`config.mk`:
```
export PLATFORM = sky130hd
export DESIGN_NAME = bpsc_top
export DESIGN_NICKNAME = d
export VERILOG_FILES = /design/src/shared/bpsc_pkg.sv /design/src/bpsc_hbridge.sv /design/src/bpsc_oc_chan.sv /design/src/bpsc_top.sv
export VERILOG_INCLUDE_DIRS = /design/src /design/src/shared
export SDC_FILE = /design/constraint.sdc
export NUM_CORES = 2
export LEC_CHECK = 0
export BUFFER_PORTS_ARGS = -buffer_cell sky130_fd_sc_hd__buf_4
export CAP_MARGIN = 20
export CORE_ASPECT_RATIO = 0.8
export CORE_MARGIN = 5
export CORE_UTILIZATION = 50
export CTS_CLUSTER_SIZE = 30
export DETAILED_ROUTE_END_ITERATION = 16
export GPL_ROUTABILITY_DRIVEN = 0
export GPL_TIMING_DRIVEN = 1
export PLACE_DENSITY_LB_ADDON = 0.25
export REMOVE_ABC_BUFFERS = 1
export SYNTH_ARGS = -nofsm -noshare
export SYNTH_HDL_FRONTEND = slang
export SYNTH_HIERARCHICAL = 1
export SYNTH_SLANG_ARGS = --single-unit
```
`constraint.sdc`:
```
create_clock -name CLK -period 3.2 [get_ports CLK]
set_clock_uncertainty 0.15 [all_clocks]
set_input_delay 0.16 -clock CLK [delete_from_list [all_inputs] [get_ports CLK]]
set_output_delay 0.16 -clock CLK [all_outputs]
set_load 0.01 [all_outputs]
```
`src/shared/bpsc_regs.svh`:
```
// register offsets, field positions, output and bridge counts and timing counts
// assumes a 200 MHz logic clock and an ahb-lite slave at word offsets
// Notes on behaviour
// - each of eleven outputs has its own software-writable pwm gating enable bit
// - with gating on, output runs only when its pwm input and control bit are high
// - first pwm input gates outputs one to eight and output eleven
// - monitor or second pwm pin gates outputs nine and ten independently
// - in a half bridge, turning one switch off delays the opposite switch on
// - during the delay the departing switch turns off slew-limited; after it fast-off is set again and the other switch comes on
// - each output has its own over-current recovery bit selecting soft-start
// - with recovery set, an over-current trip re-enables the output after recovery time
// - software selects recovery pattern on-time duty of about 12 or 25 percent
// - with recovery cleared, persisting over-current disables the output and keeps it off
// - over-current flag and shutoff only after the condition lasts the filter time
// - with recovery clear, a tripped output stays off until software clears its flag
`ifndef BPSC_REGS_SVH
`define BPSC_REGS_SVH
`define BPSC_N_OUT       11
`define BPSC_N_HB        6
`define BPSC_OFS_CTRL    8'h00
`define BPSC_OFS_PWMEN   8'h04
`define BPSC_OFS_RECOV   8'h08
`define BPSC_OFS_CONF    8'h0c
`define BPSC_OFS_OCFLAG  8'h10
`define BPSC_OFS_OCRAW   8'h14
`define BPSC_OFS_STATE   8'h18
`define BPSC_CONF_DUTY   0
`define BPSC_CLK_MHZ     200
`define BPSC_FILT_US     32
`define BPSC_FILT_CYC    (`BPSC_FILT_US * `BPSC_CLK_MHZ)
`define BPSC_XC_NS       1000
`define BPSC_XC_CYC      ((`BPSC_XC_NS * `BPSC_CLK_MHZ + 999) / 1000)
`define BPSC_REC_US      256
`define BPSC_REC_CYC     (`BPSC_REC_US * `BPSC_CLK_MHZ)
`endif

```
`src/shared/bpsc_pkg.sv`:
```
// types shared by the bridge output control block
// assumes the constants header is included alongside
package bpsc_pkg;
  typedef enum logic [1:0] {
    BPSC_HB_OFF = 2'b00,
    BPSC_HB_HI  = 2'b01,
    BPSC_HB_DLY = 2'b11,
    BPSC_HB_LO  = 2'b10
  } bpsc_hb_t;
  typedef enum logic [1:0] {
    BPSC_OC_RUN  = 2'b00,
    BPSC_OC_TRIP = 2'b01,
    BPSC_OC_WAIT = 2'b11
  } bpsc_oc_t;
endpackage

```
`src/bpsc_hbridge.sv`:
```
// one half bridge with cross-conduction delay between its two switches
// assumes cmd_hi and cmd_lo come from registered gating logic
`timescale 1ns/1ps
`default_nettype none
`include "bpsc_regs.svh"
module bpsc_hbridge
  import bpsc_pkg::*;
#(
  parameter int XC_CYC = `BPSC_XC_CYC
) (
  // clock and reset
  input  wire logic clk,
  input  wire logic rst,
  // commands
  input  wire logic cmd_hi,
  input  wire logic cmd_lo,
  // gate drive
  output logic      hs_on,
  output logic      ls_on,
  output logic      fast_off
);
  localparam int CW = $clog2(XC_CYC + 2);
  typedef struct packed {
    bpsc_hb_t      st;
    logic [CW-1:0] cnt;
    logic          to_hi;
  } bpsc_hb_st_t;
  bpsc_hb_st_t s, next_s;
  // any change of side goes through the delay state; off on conflicting commands
  always_comb begin
    next_s = s;
    case (s.st)
      BPSC_HB_OFF: begin
        if (cmd_hi && !cmd_lo) next_s.st = BPSC_HB_HI;
        else if (cmd_lo && !cmd_hi) next_s.st = BPSC_HB_LO;
      end
      BPSC_HB_HI: begin
        if (!cmd_hi || cmd_lo) begin
          next_s.st    = BPSC_HB_DLY;
          next_s.cnt   = '0;
          next_s.to_hi = 1'b0;
        end
      end
      BPSC_HB_LO: begin
        if (!cmd_lo || cmd_hi) begin
          next_s.st    = BPSC_HB_DLY;
          next_s.cnt   = '0;
          next_s.to_hi = 1'b1;
        end
      end
      BPSC_HB_DLY: begin
        next_s.cnt = s.cnt + 1'b1;
        if (s.cnt == CW'(XC_CYC - 1)) begin
          if (s.to_hi && cmd_hi && !cmd_lo) next_s.st = BPSC_HB_HI;
          else if (!s.to_hi && cmd_lo && !cmd_hi) next_s.st = BPSC_HB_LO;
          else next_s.st = BPSC_HB_OFF;
        end
      end
      default: next_s.st = BPSC_HB_OFF;
    endcase
  end
  always_ff @(posedge clk or posedge rst) begin
    if (rst) begin
      s <= '{st: BPSC_HB_OFF, cnt: '0, to_hi: 1'b0};
    end else begin
      s <= next_s;
    end
  end
  assign hs_on    = (s.st == BPSC_HB_HI);
  assign ls_on    = (s.st == BPSC_HB_LO);
  assign fast_off = (s.st != BPSC_HB_DLY); // slew-limited off only during the delay
  property p_no_overlap;
    @(posedge clk) disable iff (rst)
      $fell(hs_on) |-> !ls_on [*2];
  endproperty
  a_no_overlap: assert property (p_no_overlap) else $error("low side on without delay");
  property p_never_both;
    @(posedge clk) disable iff (rst) !(hs_on && ls_on);
  endproperty
  a_never_both: assert property (p_never_both) else $error("both switches on");
endmodule
`default_nettype wire

```
`src/bpsc_oc_chan.sv`:
```
// one output's over-current filter, trip latch and soft-start recovery
// assumes oc_raw is synchronous and flag_clr is a one-cycle pulse
`timescale 1ns/1ps
`default_nettype none
`include "bpsc_regs.svh"
module bpsc_oc_chan
  import bpsc_pkg::*;
#(
  parameter int FILT_CYC = `BPSC_FILT_CYC,
  parameter int REC_CYC  = `BPSC_REC_CYC
) (
  // clock and reset
  input  wire logic clk,
  input  wire logic rst,
  // controls
  input  wire logic oc_raw,
  input  wire logic recov_en,
  input  wire logic duty25,
  input  wire logic flag_clr,
  // results
  output logic      allow,
  output logic      flag
);
  localparam int CW = $clog2(REC_CYC + FILT_CYC + 2);
  typedef struct packed {
    bpsc_oc_t      st;
    logic [CW-1:0] filt;
    logic [CW-1:0] tmr;
    logic          flag;
  } bpsc_oc_st_t;
  bpsc_oc_st_t s, next_s;
  // filtered trip, then off time of 7 or 3 recovery slots for 12 or 25 percent
  always_comb begin
    next_s = s;
    if (oc_raw && s.st == BPSC_OC_RUN) begin
      next_s.filt = (s.filt == CW'(FILT_CYC - 1)) ? s.filt : s.filt + 1'b1;
    end else begin
      next_s.filt = '0;
    end
    if (s.flag && flag_clr) next_s.flag = 1'b0;
    case (s.st)
      BPSC_OC_RUN: begin
        if (oc_raw && s.filt == CW'(FILT_CYC - 1)) begin
          next_s.st   = BPSC_OC_TRIP;
          next_s.flag = 1'b1; // set wins over a clear in the same cycle
          next_s.tmr  = '0;
        end
      end
      BPSC_OC_TRIP: begin
        if (recov_en) begin
          next_s.tmr = s.tmr + 1'b1;
          if (s.tmr == CW'((duty25 ? 3 : 7) * (REC_CYC / 8))) begin
            next_s.st = BPSC_OC_RUN;
          end
        end else begin
          next_s.tmr = '0;
          if (!s.flag) next_s.st = BPSC_OC_RUN;
        end
      end
      default: next_s.st = BPSC_OC_RUN;
    endcase
  end
  always_ff @(posedge clk or posedge rst) begin
    if (rst) begin
      s <= '{st: BPSC_OC_RUN, filt: '0, tmr: '0, flag: 1'b0};
    end else begin
      s <= next_s;
    end
  end
  assign allow = (s.st == BPSC_OC_RUN);
  assign flag  = s.flag;
  property p_trip_off;
    @(posedge clk) disable iff (rst)
      (s.st == BPSC_OC_RUN && oc_raw && s.filt == CW'(FILT_CYC - 1)) |=> (!allow && flag);
  endproperty
  a_trip_off: assert property (p_trip_off) else $error("trip did not disable output");
  property p_hold_off;
    @(posedge clk) disable iff (rst)
      (!allow && !recov_en && flag && !flag_clr) |=> !allow;
  endproperty
  a_hold_off: assert property (p_hold_off) else $error("tripped output came back");
endmodule
`default_nettype wire

```
`src/bpsc_top.sv`:
```
// top: ahb-lite control registers, pwm gating, over-current and half bridges
// assumes a single ahb-lite master, word accesses, and synchronous pins
//
// Register access over AHB-Lite and the register offsets were chosen for this implementation.
`timescale 1ns/1ps
`default_nettype none
`include "bpsc_regs.svh"
module bpsc_top
  import bpsc_pkg::*;
#(
  parameter int N_OUT    = `BPSC_N_OUT, // counts and delays stay parameters
  parameter int FILT_CYC = `BPSC_FILT_CYC,
  parameter int REC_CYC  = `BPSC_REC_CYC,
  parameter int XC_CYC   = `BPSC_XC_CYC
) (
  // clock and reset
  input  wire logic              CLK,
  input  wire logic              RST,
  // ahb-lite slave
  input  wire logic              HSEL,
  input  wire logic [7:0]        HADDR,
  input  wire logic [1:0]        HTRANS,
  input  wire logic              HWRITE,
  input  wire logic [2:0]        HSIZE,
  input  wire logic              HREADY,
  input  wire logic [31:0]       HWDATA,
  output logic      [31:0]       HRDATA,
  output logic                   HREADYOUT,
  output logic                   HRESP,
  // pwm pins and over-current sense
  input  wire logic              FIRST_PWM_INPUT,
  input  wire logic              MONITOR_OR_SECOND_PWM_PIN,
  input  wire logic [N_OUT-1:0]  OC_SENSE,
  // output stage drive
  output logic      [N_OUT-1:0]  OUT_ON,
  output logic      [5:0]        HS_GATE,
  output logic      [5:0]        LS_GATE,
  output logic      [5:0]        FAST_OFF
);
  typedef struct packed {
    logic [N_OUT-1:0] ctrl;
    logic [N_OUT-1:0] pwm_en;
    logic [N_OUT-1:0] recov;
    logic             duty25;
    logic             ph_act;
    logic             ph_wr;
    logic [7:0]       ph_addr;
    logic [31:0]      rdata;
    logic [N_OUT-1:0] clr;
    logic [1:0]       sync1;
    logic [1:0]       sync2;
    logic [N_OUT-1:0] out;
    logic [5:0]       hs;
    logic [5:0]       ls;
    logic [5:0]       fo;
  } bpsc_top_st_t;
  bpsc_top_st_t s, next_s;
  logic [N_OUT-1:0] allow;
  logic [N_OUT-1:0] flag;
  logic [N_OUT-1:0] gated;
  logic [5:0]       hb_hs;
  logic [5:0]       hb_ls;
  logic [5:0]       hb_fo;
  // pwm source per output: nine and ten from the monitor pin, others the first pin
  genvar g;
  generate
    for (g = 0; g < N_OUT; g++) begin : g_out
      logic src;
      assign src = (g == 8 || g == 9) ? s.sync2[1] : s.sync2[0];
      assign gated[g] = s.ctrl[g] && (!s.pwm_en[g] || src) && allow[g];
      bpsc_oc_chan #(
        .FILT_CYC (FILT_CYC),
        .REC_CYC  (REC_CYC)
      ) u_oc (
        .clk      (CLK),
        .rst      (RST),
        .oc_raw   (OC_SENSE[g] && s.out[g]),
        .recov_en (s.recov[g]),
        .duty25   (s.duty25),
        .flag_clr (s.clr[g]),
        .allow    (allow[g]),
        .flag     (flag[g])
      );
    end
    // half bridges one to six: output bit high means high side on
    for (g = 0; g < 6; g++) begin : g_hb
      bpsc_hbridge #(
        .XC_CYC (XC_CYC)
      ) u_hb (
        .clk      (CLK),
        .rst      (RST),
        .cmd_hi   (s.out[g]),
        .cmd_lo   (!s.out[g] && s.ctrl[g] && allow[g]),
        .hs_on    (hb_hs[g]),
        .ls_on    (hb_ls[g]),
        .fast_off (hb_fo[g])
      );
    end
  endgenerate
  // bus decode, register writes and read mux; zero wait state, always okay
  always_comb begin
    next_s       = s;
    next_s.clr   = '0;
    next_s.sync1 = {MONITOR_OR_SECOND_PWM_PIN, FIRST_PWM_INPUT};
    next_s.sync2 = s.sync1;
    next_s.out   = gated;
    next_s.hs    = hb_hs;
    next_s.ls    = hb_ls;
    next_s.fo    = hb_fo;
    if (s.ph_act && s.ph_wr) begin
      case (s.ph_addr)
        `BPSC_OFS_CTRL:   next_s.ctrl   = HWDATA[N_OUT-1:0];
        `BPSC_OFS_PWMEN:  next_s.pwm_en = HWDATA[N_OUT-1:0];
        `BPSC_OFS_RECOV:  next_s.recov  = HWDATA[N_OUT-1:0];
        `BPSC_OFS_CONF:   next_s.duty25 = HWDATA[`BPSC_CONF_DUTY];
        `BPSC_OFS_OCFLAG: next_s.clr    = HWDATA[N_OUT-1:0];
        default: ;
      endcase
    end
    next_s.ph_act  = HSEL && HREADY && HTRANS[1];
    next_s.ph_wr   = HWRITE;
    next_s.ph_addr = HADDR;
    next_s.rdata   = 32'h0000_0000;
    if (HSEL && HREADY && HTRANS[1] && !HWRITE) begin
      case (HADDR)
        `BPSC_OFS_CTRL:   next_s.rdata[N_OUT-1:0] = s.ctrl;
        `BPSC_OFS_PWMEN:  next_s.rdata[N_OUT-1:0] = s.pwm_en;
        `BPSC_OFS_RECOV:  next_s.rdata[N_OUT-1:0] = s.recov;
        `BPSC_OFS_CONF:   next_s.rdata[0]         = s.duty25;
        `BPSC_OFS_OCFLAG: next_s.rdata[N_OUT-1:0] = flag;
        `BPSC_OFS_OCRAW:  next_s.rdata[N_OUT-1:0] = OC_SENSE;
        `BPSC_OFS_STATE:  next_s.rdata[N_OUT-1:0] = s.out;
        default:          next_s.rdata            = 32'h0000_0000;
      endcase
    end
  end
  always_ff @(posedge CLK or posedge RST) begin
    if (RST) begin
      s <= '0;
    end else begin
      s <= next_s;
    end
  end
  assign HRDATA    = s.rdata;
  assign HREADYOUT = 1'b1;
  assign HRESP     = 1'b0;
  assign OUT_ON    = s.out;
  assign HS_GATE   = s.hs;
  assign LS_GATE   = s.ls;
  assign FAST_OFF  = s.fo;
  property p_pwm_gate;
    @(posedge CLK) disable iff (RST)
      (s.pwm_en[0] && !s.sync2[0]) |=> !OUT_ON[0];
  endproperty
  a_pwm_gate: assert property (p_pwm_gate) else $error("output on without pwm");
  property p_pwm2_gate;
    @(posedge CLK) disable iff (RST)
      (s.pwm_en[8] && !s.sync2[1]) |=> !OUT_ON[8];
  endproperty
  a_pwm2_gate: assert property (p_pwm2_gate) else $error("output nine on without pwm2");
  property p_sync;
    @(posedge CLK) disable iff (RST)
      $rose(FIRST_PWM_INPUT) ##1 FIRST_PWM_INPUT |=> s.sync2[0];
  endproperty
  a_sync: assert property (p_sync) else $error("pwm sync latency wrong");
  property p_pwmen_wr;
    @(posedge CLK) disable iff (RST)
      (s.ph_act && s.ph_wr && s.ph_addr == `BPSC_OFS_PWMEN) |=> s.pwm_en == $past(HWDATA[N_OUT-1:0]);
  endproperty
  a_pwmen_wr: assert property (p_pwmen_wr) else $error("pwm enable write lost");
  property p_ctrl_off;
    @(posedge CLK) disable iff (RST)
      !s.ctrl[10] |=> !OUT_ON[10];
  endproperty
  a_ctrl_off: assert property (p_ctrl_off) else $error("output on with control clear");
  property p_trip_out;
    @(posedge CLK) disable iff (RST)
      !allow[0] |=> !OUT_ON[0];
  endproperty
  a_trip_out: assert property (p_trip_out) else $error("tripped output still driven");
endmodule
`default_nettype wire
```
# Word level (Yosys, flattened, before mapping)
# Cells that the tools add are included.
# word_totals
ff_bits,571
out_inout_bits,63
word_cells,702
# classes
add_sub_neg,28
multipliers,1
n_eq_ne,141
n_mux,198
n_reduce_logical,257
# op_table
cell,n
$mux 16,33
$add 16x1->16 const B,22
$pmux 16 s2,11
$mux 17,11
$eq 16x13->1 const B,11
$eq 16x16->1,11
$mux 11,15
$mux 2,74
$pmux 8 s3,6
$logic_and 1x1->1,118
$ne 2x2->1 const B,40
$reduce_and 3->1,23
$pmux 10 s6,1
$add 8x1->8 const B,6
$eq 8x8->1 const B,6
$pmux 2 s4,6
$pmux 2 s2,11
$eq 2x1->1 const B,17
$logic_not 2->1,17
$reduce_bool 2->1,17
$ne 3x2->1 const B,11
$ne 3x3->1 const B,11
$eq 8x4->1 const B,4
$eq 8x5->1 const B,4
15 further kinds,139

# Depth between registers and ports, before layout
# depth
depth_word,9
depth_mapped,11

# Hierarchy
# The synthesis kept the hierarchy.
# modules_own_cells
mod,n_inst,cells_each,area_per_inst_um2,seq_area_each_um2
bpsc_oc_chan at g_out[0].u_oc ...,10,205,1936.9,850.8
bpsc_top,1,344,4395.5,2477.4
bpsc_hbridge,6,75,720.7,275.3
bpsc_oc_chan at g_out[9].u_oc,1,213,1905.6,850.8

# Worst setup path after synthesis
# OpenSTA, ideal clock, no wires.
# synth_path
path_kind,register to register
start,register g_out[5].u_oc/s[33] (netlist bit)
end,register g_hb[5].u_hb/s[8] (netlist bit)
arrival_ps,1956
required_time_ps,2930
path_slack_ps,974
stages_incl_launch_ff,12
cell_sequence,dfrtp_1 buf_2 inv_1 nand2_1 nor2_1 inv_1 ha_1 a221o_1 buf_6 nor4_4 xnor2_1 nor2_1
# synth_via
elab_chain_cells,6
elab_cells_between_ends,8
# synth_rtl
item,line_no,text
start: declaration,bpsc_oc_chan.sv:31,"bpsc_oc_st_t s, next_s;"
start signal: assignment,bpsc_oc_chan.sv:65,"s <= '{st: BPSC_OC_RUN, filt: '0, tmr: '0, flag: 1'b0};"
start signal: assignment,bpsc_oc_chan.sv:67,s <= next_s;
$logic_not 2->1 (*),bpsc_oc_chan.sv:70,assign allow = (s.st == BPSC_OC_RUN);
named net allow[5],bpsc_top.sv:58,logic [N_OUT-1:0] allow;
$logic_and 1x1->1 (*),bpsc_top.sv:93,".cmd_lo (!s.out[g] && s.ctrl[g] && allow[g]),"
$logic_not 1->1,bpsc_hbridge.sv:45,if (!cmd_lo || cmd_hi) begin
$logic_or 1x1->1,bpsc_hbridge.sv:45,
$ne 2x2->1 (no line),--,
$reduce_and 3->1 (no line) (*),--,
end signal: assignment,bpsc_hbridge.sv:64,"s <= '{st: BPSC_HB_OFF, cnt: '0, to_hi: 1'b0};"
end signal: assignment,bpsc_hbridge.sv:66,s <= next_s;
end: declaration,bpsc_hbridge.sv:28,"bpsc_hb_st_t s, next_s;"
# Mark *: on every way through the listed nets, which the timed path passes. The rest lies on a longest branch.
# A chain may end at the register's enable or synchronous reset.

# Final worst setup path
# layout_path
start,register g_out[4].u_oc/s[33] (netlist bit)
end,register g_hb[4].u_hb/s[6] (netlist bit)
# layout_via
elab_chain_cells,6
elab_cells_between_ends,8
# layout_rtl
item,line_no
start: declaration,bpsc_oc_chan.sv:31
start signal: assignment,bpsc_oc_chan.sv:65
start signal: assignment,bpsc_oc_chan.sv:67
$logic_not 2->1 (*),bpsc_oc_chan.sv:70
named net allow[4],bpsc_top.sv:58
$logic_and 1x1->1 (*),bpsc_top.sv:93
$logic_not 1->1,bpsc_hbridge.sv:45
$logic_or 1x1->1,bpsc_hbridge.sv:45
$ne 2x2->1 (no line),--
$reduce_and 3->1 (no line) (*),--
end signal: assignment,bpsc_hbridge.sv:64
end signal: assignment,bpsc_hbridge.sv:66
end: declaration,bpsc_hbridge.sv:28
# Marked as above.

==> results.txt <==
Met1 GRT Util - 0.309
Post-layout nets - 3251
Chip width - 284 µm
Min-Delay Path Class - primary input to flop
Post-Synthesis Cells - 3057
Worst rel slew slack - 0.276
Fin. Hold Viols - 0
Pleak - 14.3 nW
Ratio of final minimum period to clock period - 0.830
Post-DP HPWL - 48.2 mm
Detailed Route Iter0 Violations - 2028
Sink Count - 539
Initial core utilization - 0.504
WP data required - 3.53 ns
Run status - complete, no violations
Rows - 80
N_diodes - 0
Busiest grt layer - met2
Cts repair resizes - 0
Post-route DRC - 0
Fill cells - 5031
Vias per Instance - 6.13
First-pass GRT wire length - 118 mm
H-tree levels - 2
RSZ-0062 raised after global routing - no
Peak VDD IR - 0.000359 V
Initial antenna violation count - 1
Mux cell area share after synthesis - 0.0436
Yosys top cell by area - dfrtp_1
Power Dens Cells - 514 mW/mm²
Max Cap Viol - 0
Largest family of logic cells by synthesized area - simple AND/OR/NAND/NOR gates
Final setup violating endpoints - 0
Placed Cells incl. Taps - 3791
Met3 usage - 0.0328
Fin. max-slew vios - 0
Top post-synthesis cells by area - dfrtp_1 (45%), nand2_1 (4.1%), ha_1 (3.4%)
Detailed Route WL - 70.9 mm
Grt ovf - 0
Synthesized cell area - 0.0300 mm²
Clock Pin Slew Worst Setup and Hold Paths - 0.06 ns
Final Core Density - 0.555
Setup crit end kind - flop
Vias in the first global route - 22785
Die area - 0.0650 mm²
Post-route insts no fill - 3932
DR pass1 iterations - 6
Core area - 0.0596 mm²
Part of the Yosys area used for sequential elements - 0.450
Hold Buf Count CTS - 37
Share of the synthesized area in the top cell type - 0.450
Num ports - 126
Cts bufs inserted - 56
Crit Path Class - flop to flop
Final instance area - 0.0331 mm²
Netlist cell types - 76
Synth Area in Simple Gates - 0.249
Antenna Nets Post-Route - 0
Largest net degree at the start of global routing - 55
WP data arrival - 2.99 ns
Gr usage total - 0.212
Post-CTS Setup Inserts - 0
Clk buf depth - 3
Synth warn - 6
Startpoint class of the critical path - flop
Clock Latency Late Sink - 0.61 ns
Post-synth top flop - dfrtp_1
Minimum clock period - 2.65 ns
FFs w/ async S/R, synth - 1.00
# port buffers - 77
WL/cell - 18.0 µm
XOR/XNOR Fraction of Synth Area - 0.0231
Routing usage on met2 - 0.330
Root buf cell - clkbuf_16
Setup TNS - 0 ns
Synth Area in Compound Gates - 0.154
Layout cell share with drive strength beyond 1 - 0.109
CTS tree - done
Post-synthesis adder-cell area fraction - 0.0338
Via count - 24086
Post-synth EDFFs - 0
Vert. Die Dim - 229 µm
Total power - 17.0 mW
Largest fanout on the critical path - 11
Area Overhead vs Synth - 10.2%
Placed standard-cell area - 0.0308 mm²
F_max - 377 MHz
Seq cells post-synth - 539
Syn Area/Cell - 9.81 µm²
Least-Margin Pin Slew - 1.09 ns
-- state kept, by name (all words and copies together), names as in the netlist --
register	cells
FAST_OFF	6
g_out.u_oc/s	363
HS_GATE	6
s	55
g_hb.u_hb/s	66
LS_GATE	6
next_s	2
g_out.src	2
g_out.u_oc/flag	11
OUT_ON	11
HRDATA	11
-- where the power goes --
part | internal (mW) | switching, mW | total, mW
Clock | 4.02 | 2.80 | 6.82
Sequential | 7.17 | 0.284 | 7.46
Combinational | 1.12 | 1.61 | 2.73
Total | 12.3 | 4.69 | 17.0
-- cells in the mapped netlist (42+ instances only) --
| cell | number |
|---|---|
| a21oi_1 | 153 |
| a221o_1 | 46 |
| a31oi_1 | 66 |
| and3_1 | 54 |
| and4_1 | 50 |
| buf_2 | 46 |
| buf_4 | 74 |
| dfrtp_1 | 539 |
| ha_1 | 81 |
| inv_1 | 102 |
| mux2i_1 | 65 |
| nand2_1 | 327 |
| nand2b_1 | 52 |
| nand3_1 | 136 |
| nand4_1 | 120 |
| nor2_1 | 208 |
| nor3_1 | 77 |
| nor4b_1 | 42 |
| o21ai_0 | 117 |
| or3_1 | 48 |
| xnor2_1 | 56 |
-- routing by layer --
metal | up-vias | share of wire
li1 | 11410 | -
met1 | 11982 | 0.47
met2 | 580 | 0.46
met3 | 114 | 0.048
met4 | 0 | 0.020
met5 | - | 0
-- layout make-up --
type                    count  area [µm²]  area share
clock buffers              76        1620      0.0489
clock inverters            28         310     0.00939
inverters                 103         389      0.0118
multi-input cells        2272       15200       0.459
flip-flops and latches    539       13500       0.408
well taps                 779         975      0.0295
repair buffers            135        1110      0.0335
-- layout by cell type, fill, tap and decap left out, drive strengths merged, types with 76 or more instances in the layout --
master,n
a21oi,153
a31oi,76
buf,98
clkbuf,76
dfrtp,539
ha,81
inv,102
nand2,327
nand3,136
nand4,120
nor2,208
nor3,78
o21ai,120
-- through the flow --
step / setup WS (ns) / hold slack, ns
final: 0.545 / 0.0554
after global routing: 0.302 / 0.0532
after CTS: 0.556 / 0.0127
after detailed placement: 0.571 / 0.126
after global placement: 0.665 / 0.122
after floorplan: 0.300 / -0.138
-- cells by family after synthesis --
group | Yosys count
compound gates | 660
xor+xnor | 79
fa+ha+maj | 81
buf+inv | 267
flops | 539
mux | 115
other cells | 2
simple gates | 1314
-- worst max-delay path, cell delays in order (launching register included) --
cell and delay (ns):
dfrtp_1 0.46, inv_1 0.12, nand2_1 0.09, nor2_1 0.17
inv_1 0.08, ha_1 0.24, a221o_1 0.52, or2_1 0.34
o41ai_1 0.36
-- worst paths after layout --
kind | startpoint | endpoint | slack, ns | cells past startpoint
max reg2reg | g_out[4].u_oc/s[33] | g_hb[4].u_hb/s[6] | 0.55 | 8
min in group asynchronous | RST | g_hb[0].u_hb/s[9] | 0.19 | 3
max in group asynchronous | RST | s[116] | 1.66 | 4
max | g_out[4].u_oc/s[33] | g_hb[4].u_hb/s[6] | 0.55 | 8
min | FIRST_PWM_INPUT | next_s[29] | 0.06 | 2
min reg2reg | next_s[30] | g_out[8].src | 0.21 | 0
No activity file was read; power rests on OpenSTA's default activity.
